**config.mk**
```make
export PLATFORM = sky130hd
export DESIGN_NAME = strp_top
export DESIGN_NICKNAME = d
export VERILOG_FILES = /design/src/strp_pkg.sv /design/src/strp_rx_if.sv /design/src/strp_rx.sv /design/src/strp_top.sv
export SDC_FILE = /design/constraint.sdc
export NUM_CORES = 1
export LEC_CHECK = 0
export BUFFER_PORTS_ARGS = -buffer_cell sky130_fd_sc_hd__buf_2
export CORE_MARGIN = 4
export CORE_UTILIZATION = 59
export CTS_CLUSTER_SIZE = 14
export DETAILED_ROUTE_END_ITERATION = 12
export GPL_TIMING_DRIVEN = 0
export PLACE_DENSITY = 0.84
export SLEW_MARGIN = 5
export SYNTH_ARGS = -nofsm -noshare
export SYNTH_HDL_FRONTEND = slang
export SYNTH_HIERARCHICAL = 1
export SYNTH_SLANG_ARGS = --single-unit
```
**constraint.sdc**
```tcl
create_clock -name clk_sys -period 5.2 [get_ports clk_sys]
set_clock_uncertainty 0.05 [all_clocks]
set_input_delay 0.26 -clock clk_sys [delete_from_list [all_inputs] [get_ports clk_sys]]
set_output_delay 0.26 -clock clk_sys [all_outputs]
set_load 0.005 [all_outputs]
```
**src/strp_pkg.sv**
```systemverilog
// Shared constants and types of the serial transmitter/receiver with parity.
// Assumes one system clock; bits run at one quarter of that clock.
package strp_pkg;

    // ------------------------------------------------------------------
    // Frame and sequencer
    // ------------------------------------------------------------------
    localparam int DATA_W = 8;
    localparam int TX_SH_W = 9;
    localparam int RX_CHAIN_W = 10;
    localparam logic [3:0] SEQ_LOAD = 4'h9;
    localparam logic [3:0] SEQ_LAST_DATA = 4'h2;
    localparam logic [3:0] SEQ_PARITY = 4'h1;
    localparam logic [3:0] SEQ_ZERO = 4'h0;

    // ------------------------------------------------------------------
    // Bit timing
    // ------------------------------------------------------------------
    localparam logic [1:0] TX_DIV_LAST = 2'h3;
    localparam logic [1:0] RX_PHASE_SAMPLE = 2'h1;
    localparam logic [1:0] PHASE_ZERO = 2'h0;
    localparam logic [1:0] PHASE_STEP = 2'h1;

    // ------------------------------------------------------------------
    // Register map
    // ------------------------------------------------------------------
    localparam int ADDR_W = 4;
    localparam logic [3:0] ADDR_CTRL = 4'h0;
    localparam logic [3:0] ADDR_TXDATA = 4'h4;
    localparam logic [3:0] ADDR_STATUS = 4'h8;
    localparam logic [3:0] ADDR_RXDATA = 4'hc;
    localparam int CTRL_START_BIT = 0;
    localparam int CTRL_SENSE_BIT = 1;
    localparam int ST_BUSY_BIT = 0;
    localparam int ST_READY_BIT = 1;
    localparam int ST_PERR_BIT = 2;
    localparam int ST_NEW_BIT = 3;
    localparam logic [31:0] RD_ZERO = 32'h0000_0000;

    typedef enum logic [1:0] {
        TX_IDLE,
        TX_ARMED,
        TX_START,
        TX_SHIFT
    } strp_tx_state_type;

endpackage

```
**src/strp_rx_if.sv**
```systemverilog
// Link between the register side and the receiver core.
// Assumes both ends run on clk_sys.
`timescale 1ns/1ns
interface strp_rx_if;
    logic parity_sense;
    logic [7:0] rx_word;
    logic rx_ready;
    logic rx_perr;
    logic rx_done;
    modport rx (input parity_sense, output rx_word, rx_ready, rx_perr, rx_done);
    modport host (output parity_sense, input rx_word, rx_ready, rx_perr, rx_done);
endinterface

```
**src/strp_rx.sv**
```systemverilog
// Shift register receiver with counter decode and parity check.
// Assumes serial_in is synchronous to clk_sys; one bit lasts four clocks.
`timescale 1ns/1ns
module strp_rx
    import strp_pkg::*;
(
    input wire logic clk_sys,
    input wire logic rst,
    input wire logic serial_in,
    strp_rx_if.rx rif
);

    logic bit_timer_low_ff;
    logic bit_timer_high_ff;
    logic ready_ff;
    logic [RX_CHAIN_W-1:0] chain_ff;
    logic [3:0] seq_cnt_ff;
    logic [DATA_W-1:0] stage_word_ff;
    logic [DATA_W-1:0] word_ff;
    logic par_cnt_ff;
    logic par_rx_ff;
    logic perr_ff;
    logic done_ff;
    logic [1:0] timer;
    logic [1:0] nxt_timer;
    logic start_det;
    logic sample;
    logic first;
    logic data_sample;
    logic finish;

    assign timer = {bit_timer_high_ff, bit_timer_low_ff};
    assign start_det = ready_ff && !serial_in;
    assign sample = !ready_ff && (timer == RX_PHASE_SAMPLE);
    assign first = sample && (&chain_ff);
    assign data_sample = sample && !first && (seq_cnt_ff >= SEQ_LAST_DATA);
    assign finish = sample && !chain_ff[RX_CHAIN_W-1];

    // ------------------------------------------------------------------
    // Timing counter
    // ------------------------------------------------------------------
    always_comb begin
        if (ready_ff || finish) begin
            nxt_timer = PHASE_ZERO;
        end else begin
            nxt_timer = timer + PHASE_STEP;
        end
    end

    always_ff @(posedge clk_sys) begin
        if (rst) begin
            bit_timer_low_ff <= 1'b0;
            bit_timer_high_ff <= 1'b0;
        end else begin
            bit_timer_low_ff <= nxt_timer[0];
            bit_timer_high_ff <= nxt_timer[1];
        end
    end

    // ------------------------------------------------------------------
    // Ready register and shift chain
    // ------------------------------------------------------------------
    always_ff @(posedge clk_sys) begin
        if (rst) begin
            ready_ff <= 1'b1;
            chain_ff <= '1;
        end else if (start_det) begin
            ready_ff <= 1'b0;
            chain_ff <= '1;
        end else if (sample) begin
            ready_ff <= finish;
            chain_ff <= {chain_ff[RX_CHAIN_W-2:0], serial_in};
        end
    end

    // ------------------------------------------------------------------
    // Bit sequencer and demultiplexed word
    // ------------------------------------------------------------------
    always_ff @(posedge clk_sys) begin
        if (rst) begin
            seq_cnt_ff <= SEQ_ZERO;
        end else if (first) begin
            seq_cnt_ff <= SEQ_LOAD;
        end else if (sample && seq_cnt_ff != SEQ_ZERO) begin
            seq_cnt_ff <= seq_cnt_ff - 4'h1;
        end
    end

    for (genvar i = 0; i < DATA_W; i++) begin : g_demux
        always_ff @(posedge clk_sys) begin
            if (rst) begin
                stage_word_ff[i] <= 1'b0;
            end else if (data_sample && seq_cnt_ff == SEQ_LOAD - 4'(i)) begin
                stage_word_ff[i] <= serial_in;
            end
        end
    end

    // ------------------------------------------------------------------
    // Parity and completion
    // ------------------------------------------------------------------
    always_ff @(posedge clk_sys) begin
        if (rst) begin
            par_cnt_ff <= 1'b0;
            par_rx_ff <= 1'b0;
        end else if (first) begin
            par_cnt_ff <= 1'b0;
        end else if (data_sample && serial_in == rif.parity_sense) begin
            par_cnt_ff <= !par_cnt_ff;
        end else if (sample && seq_cnt_ff == SEQ_PARITY) begin
            par_rx_ff <= serial_in;
        end
    end

    always_ff @(posedge clk_sys) begin
        if (rst) begin
            word_ff <= '0;
            perr_ff <= 1'b0;
            done_ff <= 1'b0;
        end else begin
            done_ff <= finish;
            if (finish) begin
                word_ff <= stage_word_ff;
                perr_ff <= par_cnt_ff != par_rx_ff;
            end else if (start_det) begin
                perr_ff <= 1'b0;
            end
        end
    end

    assign rif.rx_word = word_ff;
    assign rif.rx_ready = ready_ff;
    assign rif.rx_perr = perr_ff;
    assign rif.rx_done = done_ff;
endmodule

```
**src/strp_top.sv**
```systemverilog
// Serial transmitter and receiver with parity behind an Avalon-MM slave.
// Assumes a single clk_sys and a master that holds requests during waitrequest.
//
// Chosen here: the Avalon-MM register port and the address map.
`timescale 1ns/1ns
module strp_top
    import strp_pkg::*;
(
    input wire logic clk_sys,
    input wire logic rst,
    input wire logic [ADDR_W-1:0] avs_address,
    input wire logic avs_read,
    input wire logic avs_write,
    input wire logic [31:0] avs_writedata,
    output logic [31:0] avs_readdata,
    output logic avs_waitrequest,
    input wire logic serial_in,
    output logic serial_out
);

    strp_rx_if rif ();

    logic wait_ff;
    logic [31:0] rdata_ff;
    logic sense_ff;
    logic start_req_ff;
    logic [DATA_W-1:0] tx_word_ff;
    logic rx_new_ff;
    strp_tx_state_type state_ff;
    logic [1:0] div_ff;
    logic serial_line_out_reg_ff;
    logic [TX_SH_W-1:0] sh_ff;
    logic [3:0] seq_cnt_ff;
    logic par_cnt_ff;
    logic req;
    logic wr_take;
    logic tx_sample;
    logic tx_done;
    logic [31:0] nxt_rdata;

    assign req = avs_read || avs_write;
    assign wr_take = avs_write && !wait_ff;

    // ------------------------------------------------------------------
    // Bus handshake
    // ------------------------------------------------------------------
    always_ff @(posedge clk_sys) begin
        if (rst) begin
            wait_ff <= 1'b1;
        end else begin
            wait_ff <= !(req && wait_ff);
        end
    end

    always_comb begin
        nxt_rdata = RD_ZERO;
        case (avs_address)
            ADDR_CTRL: begin
                nxt_rdata[CTRL_SENSE_BIT] = sense_ff;
            end
            ADDR_TXDATA: begin
                nxt_rdata[DATA_W-1:0] = tx_word_ff;
            end
            ADDR_STATUS: begin
                nxt_rdata[ST_BUSY_BIT] = state_ff != TX_IDLE;
                nxt_rdata[ST_READY_BIT] = rif.rx_ready;
                nxt_rdata[ST_PERR_BIT] = rif.rx_perr;
                nxt_rdata[ST_NEW_BIT] = rx_new_ff;
            end
            ADDR_RXDATA: begin
                nxt_rdata[DATA_W-1:0] = rif.rx_word;
            end
            default: begin
                nxt_rdata = RD_ZERO;
            end
        endcase
    end

    always_ff @(posedge clk_sys) begin
        if (rst) begin
            rdata_ff <= RD_ZERO;
        end else if (avs_read && wait_ff) begin
            rdata_ff <= nxt_rdata;
        end
    end

    // ------------------------------------------------------------------
    // Control registers
    // ------------------------------------------------------------------
    always_ff @(posedge clk_sys) begin
        if (rst) begin
            sense_ff <= 1'b0;
            start_req_ff <= 1'b0;
        end else begin
            start_req_ff <= wr_take && avs_address == ADDR_CTRL
                            && avs_writedata[CTRL_START_BIT];
            if (wr_take && avs_address == ADDR_CTRL) begin
                sense_ff <= avs_writedata[CTRL_SENSE_BIT];
            end
        end
    end

    // Word held in a register so the host side cannot disturb the load
    always_ff @(posedge clk_sys) begin
        if (rst) begin
            tx_word_ff <= '0;
        end else if (wr_take && avs_address == ADDR_TXDATA && state_ff == TX_IDLE) begin
            tx_word_ff <= avs_writedata[DATA_W-1:0];
        end
    end

    // Sticky new-word flag; a completion beats a clear
    always_ff @(posedge clk_sys) begin
        if (rst) begin
            rx_new_ff <= 1'b0;
        end else if (rif.rx_done) begin
            rx_new_ff <= 1'b1;
        end else if (wr_take && avs_address == ADDR_STATUS && avs_writedata[ST_NEW_BIT]) begin
            rx_new_ff <= 1'b0;
        end
    end

    // ------------------------------------------------------------------
    // Transmit sample pulse
    // ------------------------------------------------------------------
    always_ff @(posedge clk_sys) begin
        if (rst) begin
            div_ff <= PHASE_ZERO;
        end else begin
            div_ff <= div_ff + PHASE_STEP;
        end
    end

    assign tx_sample = div_ff == TX_DIV_LAST;
    assign tx_done = state_ff == TX_SHIFT && tx_sample && seq_cnt_ff == SEQ_ZERO
                     && serial_line_out_reg_ff && sh_ff == '0;

    // ------------------------------------------------------------------
    // Transmit sequencer
    // ------------------------------------------------------------------
    always_ff @(posedge clk_sys) begin
        if (rst) begin
            state_ff <= TX_IDLE;
        end else begin
            case (state_ff)
                TX_IDLE: begin
                    if (start_req_ff) begin
                        state_ff <= TX_ARMED;
                    end
                end
                TX_ARMED: begin
                    if (tx_sample) begin
                        state_ff <= TX_START;
                    end
                end
                TX_START: begin
                    if (tx_sample) begin
                        state_ff <= TX_SHIFT;
                    end
                end
                TX_SHIFT: begin
                    if (tx_done) begin
                        state_ff <= TX_IDLE;
                    end
                end
                default: begin
                    state_ff <= TX_IDLE;
                end
            endcase
        end
    end

    always_ff @(posedge clk_sys) begin
        if (rst) begin
            serial_line_out_reg_ff <= 1'b1;
        end else if (state_ff == TX_IDLE) begin
            serial_line_out_reg_ff <= !start_req_ff;
        end else if (tx_sample && state_ff == TX_ARMED) begin
            serial_line_out_reg_ff <= 1'b0;
        end else if (tx_sample && state_ff == TX_START) begin
            serial_line_out_reg_ff <= tx_word_ff[0];
        end else if (tx_sample && state_ff == TX_SHIFT && !tx_done) begin
            // Closing sample leaves the stop level on the line
            if (seq_cnt_ff == SEQ_LAST_DATA) begin
                serial_line_out_reg_ff <= par_cnt_ff;
            end else begin
                serial_line_out_reg_ff <= sh_ff[0];
            end
        end
    end

    // Stop bit on top, parity slot below it, remaining data bits below
    always_ff @(posedge clk_sys) begin
        if (rst) begin
            sh_ff <= '0;
        end else if (state_ff == TX_IDLE) begin
            sh_ff <= '0;
        end else if (tx_sample && state_ff == TX_START) begin
            sh_ff <= {1'b1, 1'b0, tx_word_ff[DATA_W-1:1]};
        end else if (tx_sample && state_ff == TX_SHIFT) begin
            sh_ff <= {1'b0, sh_ff[TX_SH_W-1:1]};
        end
    end

    always_ff @(posedge clk_sys) begin
        if (rst) begin
            seq_cnt_ff <= SEQ_ZERO;
        end else if (state_ff == TX_IDLE) begin
            seq_cnt_ff <= SEQ_ZERO;
        end else if (tx_sample && state_ff == TX_START) begin
            seq_cnt_ff <= SEQ_LOAD;
        end else if (tx_sample && state_ff == TX_SHIFT && seq_cnt_ff != SEQ_ZERO) begin
            seq_cnt_ff <= seq_cnt_ff - 4'h1;
        end
    end

    always_ff @(posedge clk_sys) begin
        if (rst) begin
            par_cnt_ff <= 1'b0;
        end else if (state_ff == TX_IDLE || tx_done) begin
            par_cnt_ff <= 1'b0;
        end else if (tx_sample && state_ff == TX_START) begin
            par_cnt_ff <= tx_word_ff[0] == sense_ff;
        end else if (tx_sample && state_ff == TX_SHIFT && seq_cnt_ff > SEQ_LAST_DATA
                     && sh_ff[0] == sense_ff) begin
            par_cnt_ff <= !par_cnt_ff;
        end
    end

    assign rif.parity_sense = sense_ff;

    strp_rx u_rx (
        .clk_sys(clk_sys),
        .rst(rst),
        .serial_in(serial_in),
        .rif(rif)
    );

    assign avs_readdata = rdata_ff;
    assign avs_waitrequest = wait_ff;
    assign serial_out = serial_line_out_reg_ff;
endmodule

```
; After elaboration in Yosys (flattened, before gate mapping)
; Cells that the tools add are included.
[totals]
register_bits = 76
in_bits = 41
[classes]
n_addsub = 4
order_cmp = 2
n_eq_ne = 26
muxes = 28
bitwise_logic = 2
n_reduce_logical = 73
[ops]
columns = operator, n
row1 = $logic_and A1 B1 Y1, 36
row2 = $eq A4 B3 Y1 const B, 5
row3 = $mux W9, 2
row4 = $eq A4 B4 Y1 const B, 4
row5 = $mux W4, 4
row6 = $reduce_bool A2 Y1, 8
row7 = $mux W1, 13
row8 = $eq A4 B2 Y1 const B, 3
row9 = $reduce_bool A4 Y1, 3
row10 = $logic_not A1 Y1, 10
row11 = $reduce_and A10 Y1, 1
row12 = $reduce_or A2 Y1, 5
row13 = $logic_not A9 Y1, 1
row14 = $logic_not A4 Y1, 2
row15 = $mux W2, 4
row16 = $ne A2 B2 Y1 const B, 4
row17 = $pmux W2 S4, 1
row18 = $pmux W4 S2, 1
row19 = $sub A4 B1 Y4 const B, 2
row20 = $eq A2 B2 Y1 const B, 3
row21 = $pmux W2 S3, 1
row22 = $add A2 B1 Y2 const B, 2
row23 = $eq A2 B1 Y1 const B, 2
row24 = $eq A4 B1 Y1 const B, 1
row25 = other kinds (12), 17

; Logic depth before layout (Yosys ltp)
; Gate-level depths: netlist (run 1).
[depth]
word_depth = 11
depth_mapped = 8

; By module
; Netlist (run 1), hierarchy kept.
[by_module_without_submodules]
columns = mod, n_inst, cells_each, area_each_um2
row1 = strp_top, 1, 240, 2065.7
row2 = strp_rx, 1, 183, 1597.8

; Worst setup path after synthesis (run 1)
; OpenSTA, ideal clock, no wires.
[synth_timing]
path_kind = input -> register
start = in avs_address[2]
end = reg tx_word_ff[3]
arrival_time_ns = 1.590
t_required_ns = 5.022
slack_ns = 3.432
path_stages = 6
path_cell_list = buf_4 -> or3b_4 -> or4_4 -> buf_6 -> mux2i_1 -> nor2_1
[synth_between]
elab_chain_len = 3
[synth_lines]
columns = element, line_no
row1 = from (decl), strp_top.sv:11  ; input wire logic [ADDR_W-1:0] avs_address,
row2 = $eq A4 B3 Y1, strp_top.sv:107  ; end else if (wr_take && avs_address == ADDR_TXDATA && state_ff == TX_IDLE) begin
row3 = $logic_and A1 B1 Y1 (2 in series), strp_top.sv:107
row4 = to (signal assigned), strp_top.sv:108  ; tx_word_ff <= avs_writedata[DATA_W-1:0];
row5 = to (decl), strp_top.sv:27  ; logic [DATA_W-1:0] tx_word_ff;
; No other way between the ends.
; A chain may end at the register's enable or synchronous reset.

==> results.json, run 1 <==
{
  "grt_max_degree": 12,
  "ys.flop_type": "dfxtp_1",
  "grt_antenna_before_repair": 0,
  "die_width_um": 86.8,
  "vias": 3089,
  "p_per_area_nw_per_um2": 280,
  "diodes": 0,
  "worst-slew-pin-transition_ns": 0.598,
  "portBuffers": 24,
  "fin_nets": 534,
  "clk_latency_ns": 0.35,
  "timing.final.ws_setup_ns": 3.17,
  "cts_repair_resize_count": 0,
  "area_delta_synth_final_pct": 13.2,
  "cts_hold_buf": 0,
  "hold_viol": 0,
  "leakage_uw": 0.00181,
  "fmax_mhz": 494,
  "rsz0062_at_grt": "no",
  "arrival_ns": 2.23,
  "cts_buffer_depth": 2,
  "path_max_fanout": 4,
  "dp_hpwl_um": 6000,
  "outcome": "finished, final reports clean",
  "core_area_um2": 5990,
  "startpoint_type": "flip-flop",
  "reg2reg_setup_slack_ns": 3.17,
  "vdd_drop_max_mv": 0.175,
  "start_util": 0.612,
  "synthCells": 423,
  "reg2reg_depth": 6,
  "pre_cts_ws_ns": 3.21,
  "routed_wl_um": 8020,
  "cts_tree": "yes",
  "min_period_over_period": 0.390,
  "slew_viol_final": 0,
  "drtIter0Drc": 195,
  "htree_levels": 3,
  "drive_gt1_frac": 0.161,
  "grt_pass1_wl_um": 13600,
  "r2r_start": "seq_cnt_ff[0]$_SDFFE_PP0P_",
  "yosysSeqAreaShare": 0.415,
  "synth_edf_count": 0,
  "clk_pin_slew_ns": 0.07,
  "grt_pass1_vias": 2856,
  "avgSynthCellArea_um2": 8.66,
  "cp_data_required_time_ns": 5.40,
  "ant_nets": 0,
  "grt-ovfl-total": 0,
  "worstReg2RegEnd": "state_ff[0]$_SDFFE_PP0P_",
  "drc": 0,
  "slew_headroom": 0.596,
  "grt_util_all_layers": 0.227,
  "ys_types": 52,
  "place_congestion": 0.935,
  "hold_path_class": "input port to flip-flop",
  "syn_area_um2": 3660,
  "synth_async_sr_flop_share": 0,
  "period_needed_ns": 2.03,
  "worstSetupEndpointType": "flip-flop",
  "first_pass_iters": 5,
  "path_class": "flip-flop to flip-flop",
  "min_from": "avs_write",
  "clock-sinks": 76,
  "die_y_um": 86.8,
  "detail_route.wl_per_cell_um": 14.3,
  "fin_setup_tns_ns": 0,
  "min_to": "avs_waitrequest$_SDFF_PP1_",
  "numCtsBuffers": 9,
  "cts_root_buffer": "clkbuf_8",
  "vias_per_cell": 5.52,
  "yosysWarnings": 6,
  "ys_ff_latch": 76,
  "io_pins": 75,
  "min_path_cells": 2,
  "cap_violations": 0,
  "setup_violations": 0,
  "rows": 28,
  "dieArea_um2": 7530,
  "power_uw": 1160,
  "cts_setup_buffers": 0
}
[synth_stat cells (all sizes together), types with 2 or more instances]
cell type,n,share of area
dfxtp,76,0.42
nand2,62,0.064
nor2,38,0.039
buf,33,0.069
mux2i,24,0.066
a21oi,23,0.031
nand3,18,0.025
clkbuf,15,0.015
ha,12,0.041
inv,12,0.012
o21ai,12,0.016
nand2b,11,0.019
a311oi,7,0.017
nor3,7,0.011
xnor2,6,0.014
nor4,5,0.0085
a22oi,4,0.0082
mux2,4,0.012
nor2b,4,0.0068
nor3b,4,0.0082
o41ai,4,0.0096
a211oi,3,0.0061
a22o,3,0.0072
a31oi,3,0.0051
nand4,3,0.0051
or4,3,0.0082
nor4b,2,0.0048
o211ai,2,0.0041
o21a,2,0.0041
or2,2,0.0034
or2b,2,0.0041
or3,2,0.0034
[worst max-delay path: stages (launching register included)]
cell and delay, ns:
dfxtp_1 0.33, inv_1 0.10, ha_1 0.21, nor3b_1 0.36
nand4_1 0.27, or2_2 0.36, a221oi_1 0.25
[final cells by class]
class	instances	area, um^2
multi-input combinational	310	1870
fill	492	1840
sequential	76	1520
buffer	48	309
clock buffer	13	149
timing repair buffer	24	120
tap	75	93.8
inverter	12	45.0
clock inverter	2	35.0
[sequential cells by signal, indices dropped and copies added, names as in the netlist, 2 cells and up]
register            cells
u_rx/chain_ff          10
u_rx/seq_cnt_ff         4
tx_word_ff              8
sh_ff                   9
div_ff                  2
u_rx/stage_word_ff      8
state_ff                2
seq_cnt_ff              4
avs_readdata            8
u_rx/rif.rx_word        8
[cells in the final DEF (no fill, tap or decap), drive strengths merged, types with 3 or more instances in the layout]
master  netlist  routed
nand2        62      62
conb          1      24
o41ai         4       4
nor4          5       5
nand2b       11      11
nor3          7       7
a311oi        7       7
nor2         38      38
inv          12      12
clkbuf       15      28
dfxtp        76      76
a31oi         3       3
mux2          4       4
nor2b         4       4
buf          33      57
a211oi        3       3
a22o          3       3
nand4         3       3
a22oi         4       4
ha           12      12
mux2i        24      24
xnor2         6       6
nand3        18      18
nor3b         4       4
a21oi        23      23
or4           3       3
o21ai        12      12
[cell families (layout without fill, tap and decap cells)]
| family | after synthesis | in the layout | share of synthesized area |
|---|---|---|---|
| AOI/OAI and AO/OA | 70 | 70 | 0.125 |
| muxes | 29 | 29 | 0.0840 |
| adders and majority gates | 12 | 12 | 0.0410 |
| other | 1 | 24 | 0.00102 |
| and+or+nand+nor | 168 | 168 | 0.220 |
| buffers and inverters | 60 | 99 | 0.0967 |
| DFF | 76 | 76 | 0.415 |
| xor gates and xnor gates | 7 | 7 | 0.0167 |
[per-layer routing]
| metal | wire [um] | up-vias | global-route usage |
|---|---|---|---|
| li1 | - | 1532 | - |
| met1 | 3600 | 1430 | 0.297 |
| met2 | 3750 | 108 | 0.360 |
| met3 | 502 | 19 | 0.0504 |
| met4 | 167 | 0 | 0.0935 |
| met5 | 0 | - | 0 |
[power by group]
part | internal [uW] | leakage (uW) | switching (uW)
combinational | 56.0 | 0.00110 | 75.9
clock | 232 | 0.0000935 | 198
sequential | 591 | 0.000614 | 8.14
[worst max-delay path by stage]
stage / start / end / depth (start not counted)
after floorplan: avs_address[2] / tx_word_ff[3]$_SDFFE_PP0P_ / 6
after detailed placement: seq_cnt_ff[0]$_SDFFE_PP0P_ / state_ff[0]$_SDFFE_PP0P_ / 6
final: seq_cnt_ff[0]$_SDFFE_PP0P_ / state_ff[0]$_SDFFE_PP0P_ / 6
after CTS: seq_cnt_ff[0]$_SDFFE_PP0P_ / state_ff[0]$_SDFFE_PP0P_ / 6
after global placement: seq_cnt_ff[0]$_SDFFE_PP0P_ / state_ff[0]$_SDFFE_PP0P_ / 6
after global routing: seq_cnt_ff[0]$_SDFFE_PP0P_ / state_ff[0]$_SDFFE_PP0P_ / 6
[metrics by stage]
stage	instance area, um^2	utilization	instances	hold slack (ns)
final	4150	0.692	560	0.0758
after global routing	4150	0.692	560	0.0836
after global placement	3960	0.662	545	0.360
after CTS	4150	0.692	560	0.0677
after floorplan	3750	-	446	0.326
after detailed placement	3960	0.662	545	0.365
Note: power is estimated with default switching activity, not from simulation.
==> run 2, diff against run 1 <==
--- a/config.mk
+++ b/config.mk
@@ -7,11 +7,11 @@
 export LEC_CHECK = 0
 export BUFFER_PORTS_ARGS = -buffer_cell sky130_fd_sc_hd__buf_2
 export CORE_MARGIN = 4
-export CORE_UTILIZATION = 59
+export CORE_UTILIZATION = 55
 export CTS_CLUSTER_SIZE = 14
 export DETAILED_ROUTE_END_ITERATION = 12
 export GPL_TIMING_DRIVEN = 0
-export PLACE_DENSITY = 0.84
+export PLACE_DENSITY = 0.79
 export SLEW_MARGIN = 5
 export SYNTH_ARGS = -nofsm -noshare
 export SYNTH_HDL_FRONTEND = slang
==> constraint.sdc (replaced) <==
create_clock -name clk_sys -period 2.1 [get_ports clk_sys]
set_clock_uncertainty 0.05 [all_clocks]
set_input_delay 0.105 -clock clk_sys [delete_from_list [all_inputs] [get_ports clk_sys]]
set_output_delay 0.105 -clock clk_sys [all_outputs]
set_load 0.005 [all_outputs]
==> results.json, run 2 (synthesis gave the netlist of run 1 again) <==
{
  "grt_max_degree": 12,
  "path_max_fanout": 8,
  "clk_pin_slew_ns": 0.07,
  "largest_register_ffs": 10,
  "grt_pass1_wl_um": 12800,
  "fin_nets": 544,
  "violations": "hold timing",
  "cap_violations": 0,
  "grt_pass1_vias": 2835,
  "core_area_um2": 6420,
  "place_congestion": 0.865,
  "cts_repair_resize_count": 0,
  "setup_violations": 0,
  "grt_util_all_layers": 0.206,
  "drc": 0,
  "leakage_uw": 0.00184,
  "reg.largest.list": "u_rx/chain_ff x10, sh_ff x9",
  "arrival_ns": 2.14,
  "p_per_area_nw_per_um2": 659,
  "htree_levels": 3,
  "hold_path_class": "input port to flip-flop",
  "min_from": "avs_writedata[4]",
  "worstSetupEndpointType": "flip-flop",
  "min_path_cells": 3,
  "rsz0062_at_grt": "no",
  "outcome": "finished with violations",
  "numCtsBuffers": 9,
  "clk_latency_ns": 0.34,
  "die_y_um": 89.6,
  "cts_tree": "yes",
  "die_width_um": 89.6,
  "power_uw": 2790,
  "area_delta_synth_final_pct": 15.5,
  "reg2reg_setup_slack_ns": 0.12,
  "r2r_start": "state_ff[0]$_SDFFE_PP0P_",
  "io_pins": 75,
  "vias": 3088,
  "slew_headroom": 0.545,
  "fin_setup_tns_ns": 0,
  "diodes": 0,
  "first_pass_iters": 5,
  "grt_antenna_before_repair": 0,
  "fmax_mhz": 506,
  "drive_gt1_frac": 0.160,
  "clock-sinks": 76,
  "drtIter0Drc": 202,
  "path_class": "flip-flop to flip-flop",
  "dieArea_um2": 8030,
  "period_needed_ns": 1.98,
  "final_common_cell": "dfxtp_1",
  "grt-ovfl-total": 0,
  "worst-slew-pin-transition_ns": 0.676,
  "cts_root_buffer": "clkbuf_8",
  "dp_hpwl_um": 5870,
  "vias_per_cell": 5.42,
  "routed_wl_um": 7990,
  "crit_start": "state_ff[0]$_SDFFE_PP0P_",
  "min_to": "tx_word_ff[4]$_SDFFE_PP0P_",
  "cts_setup_buffers": 0,
  "ant_nets": 0,
  "vdd_drop_max_mv": 0.386,
  "startpoint_type": "flip-flop",
  "hold-worst-slack_ns": -0.00365,
  "slew_viol_final": 0,
  "start_util": 0.570,
  "cp_data_required_time_ns": 2.27,
  "cts_buffer_depth": 2,
  "reg2reg_depth": 7,
  "worstReg2RegEnd": "tx_word_ff[4]$_SDFFE_PP0P_",
  "detail_route.wl_per_cell_um": 14.0,
  "rows": 29,
  "hold_viol": 1,
  "portBuffers": 24,
  "final_cell_mix": "76 x dfxtp_1, 62 x nand2_1, 38 x nor2_1",
  "min_period_over_period": 0.941,
  "top_register": "u_rx/chain_ff"
}
==> run 2: routing by layer <==
metal	vias to the layer above	track usage	wire length [um]
met4	0	0.0704	125
met5	-	0	0
met3	16	0.0392	400
met1	1427	0.254	3600
met2	91	0.359	3860
li1	1554	-	-
==> run 2: metrics by stage <==
stage | util | worst slack, ns | cell area [um^2] | instances
final | 0.659 | 0.125 | 4230 | 570
after global routing | 0.659 | 0.0187 | 4230 | 570
after CTS | 0.659 | 0.103 | 4230 | 570
after detailed placement | 0.618 | 0.145 | 3970 | 547
after global placement | 0.618 | 0.187 | 3970 | 547
after floorplan | - | 0.391 | 3750 | 446
==> run 2: final cells by class <==
| class | instances | area, um^2 |
|---|---|---|
| fill | 554 | 2190 |
| multi-input combinational | 310 | 1870 |
| sequential | 76 | 1520 |
| buffer | 48 | 309 |
| timing repair buffer | 34 | 220 |
| clock buffer | 11 | 151 |
| tap | 77 | 96.3 |
| inverter | 12 | 45.0 |
| clock inverter | 2 | 12.5 |
==> run 2: how the worst max path moves through the flow <==
stage | to | slack, ns | cells after the start
3_3_place_gp | state_ff[0]$_SDFFE_PP0P_ | 0.19 | 6
2_1_floorplan | tx_word_ff[3]$_SDFFE_PP0P_ | 0.39 | 7
5_1_grt | tx_word_ff[4]$_SDFFE_PP0P_ | 0.02 | 7
3_5_place_dp | tx_word_ff[3]$_SDFFE_PP0P_ | 0.15 | 7
4_1_cts | tx_word_ff[4]$_SDFFE_PP0P_ | 0.10 | 7
6_report | tx_word_ff[4]$_SDFFE_PP0P_ | 0.12 | 7
==> run 2: report_power, final <==
group          switching [uW]  leakage [uW]  internal [uW]
clock network             490     0.0000831            472
registers                19.6      0.000614           1460
logic                     192       0.00114            152
total                     701       0.00184           2090
==> run 2: timing repair <==
item	in CTS	in global routing
setup endpoints to repair	0	0
hold endpoints to repair	10	0
hold buffers	10	0
==> run 2: critical path, stage by stage (launching register included) <==
cell and delay, ns:
dfxtp_1 0.33, inv_1 0.12, ha_1 0.31, inv_1 0.12, or4_4 0.52, buf_6 0.17, mux2i_1 0.17, nor2_1 0.06
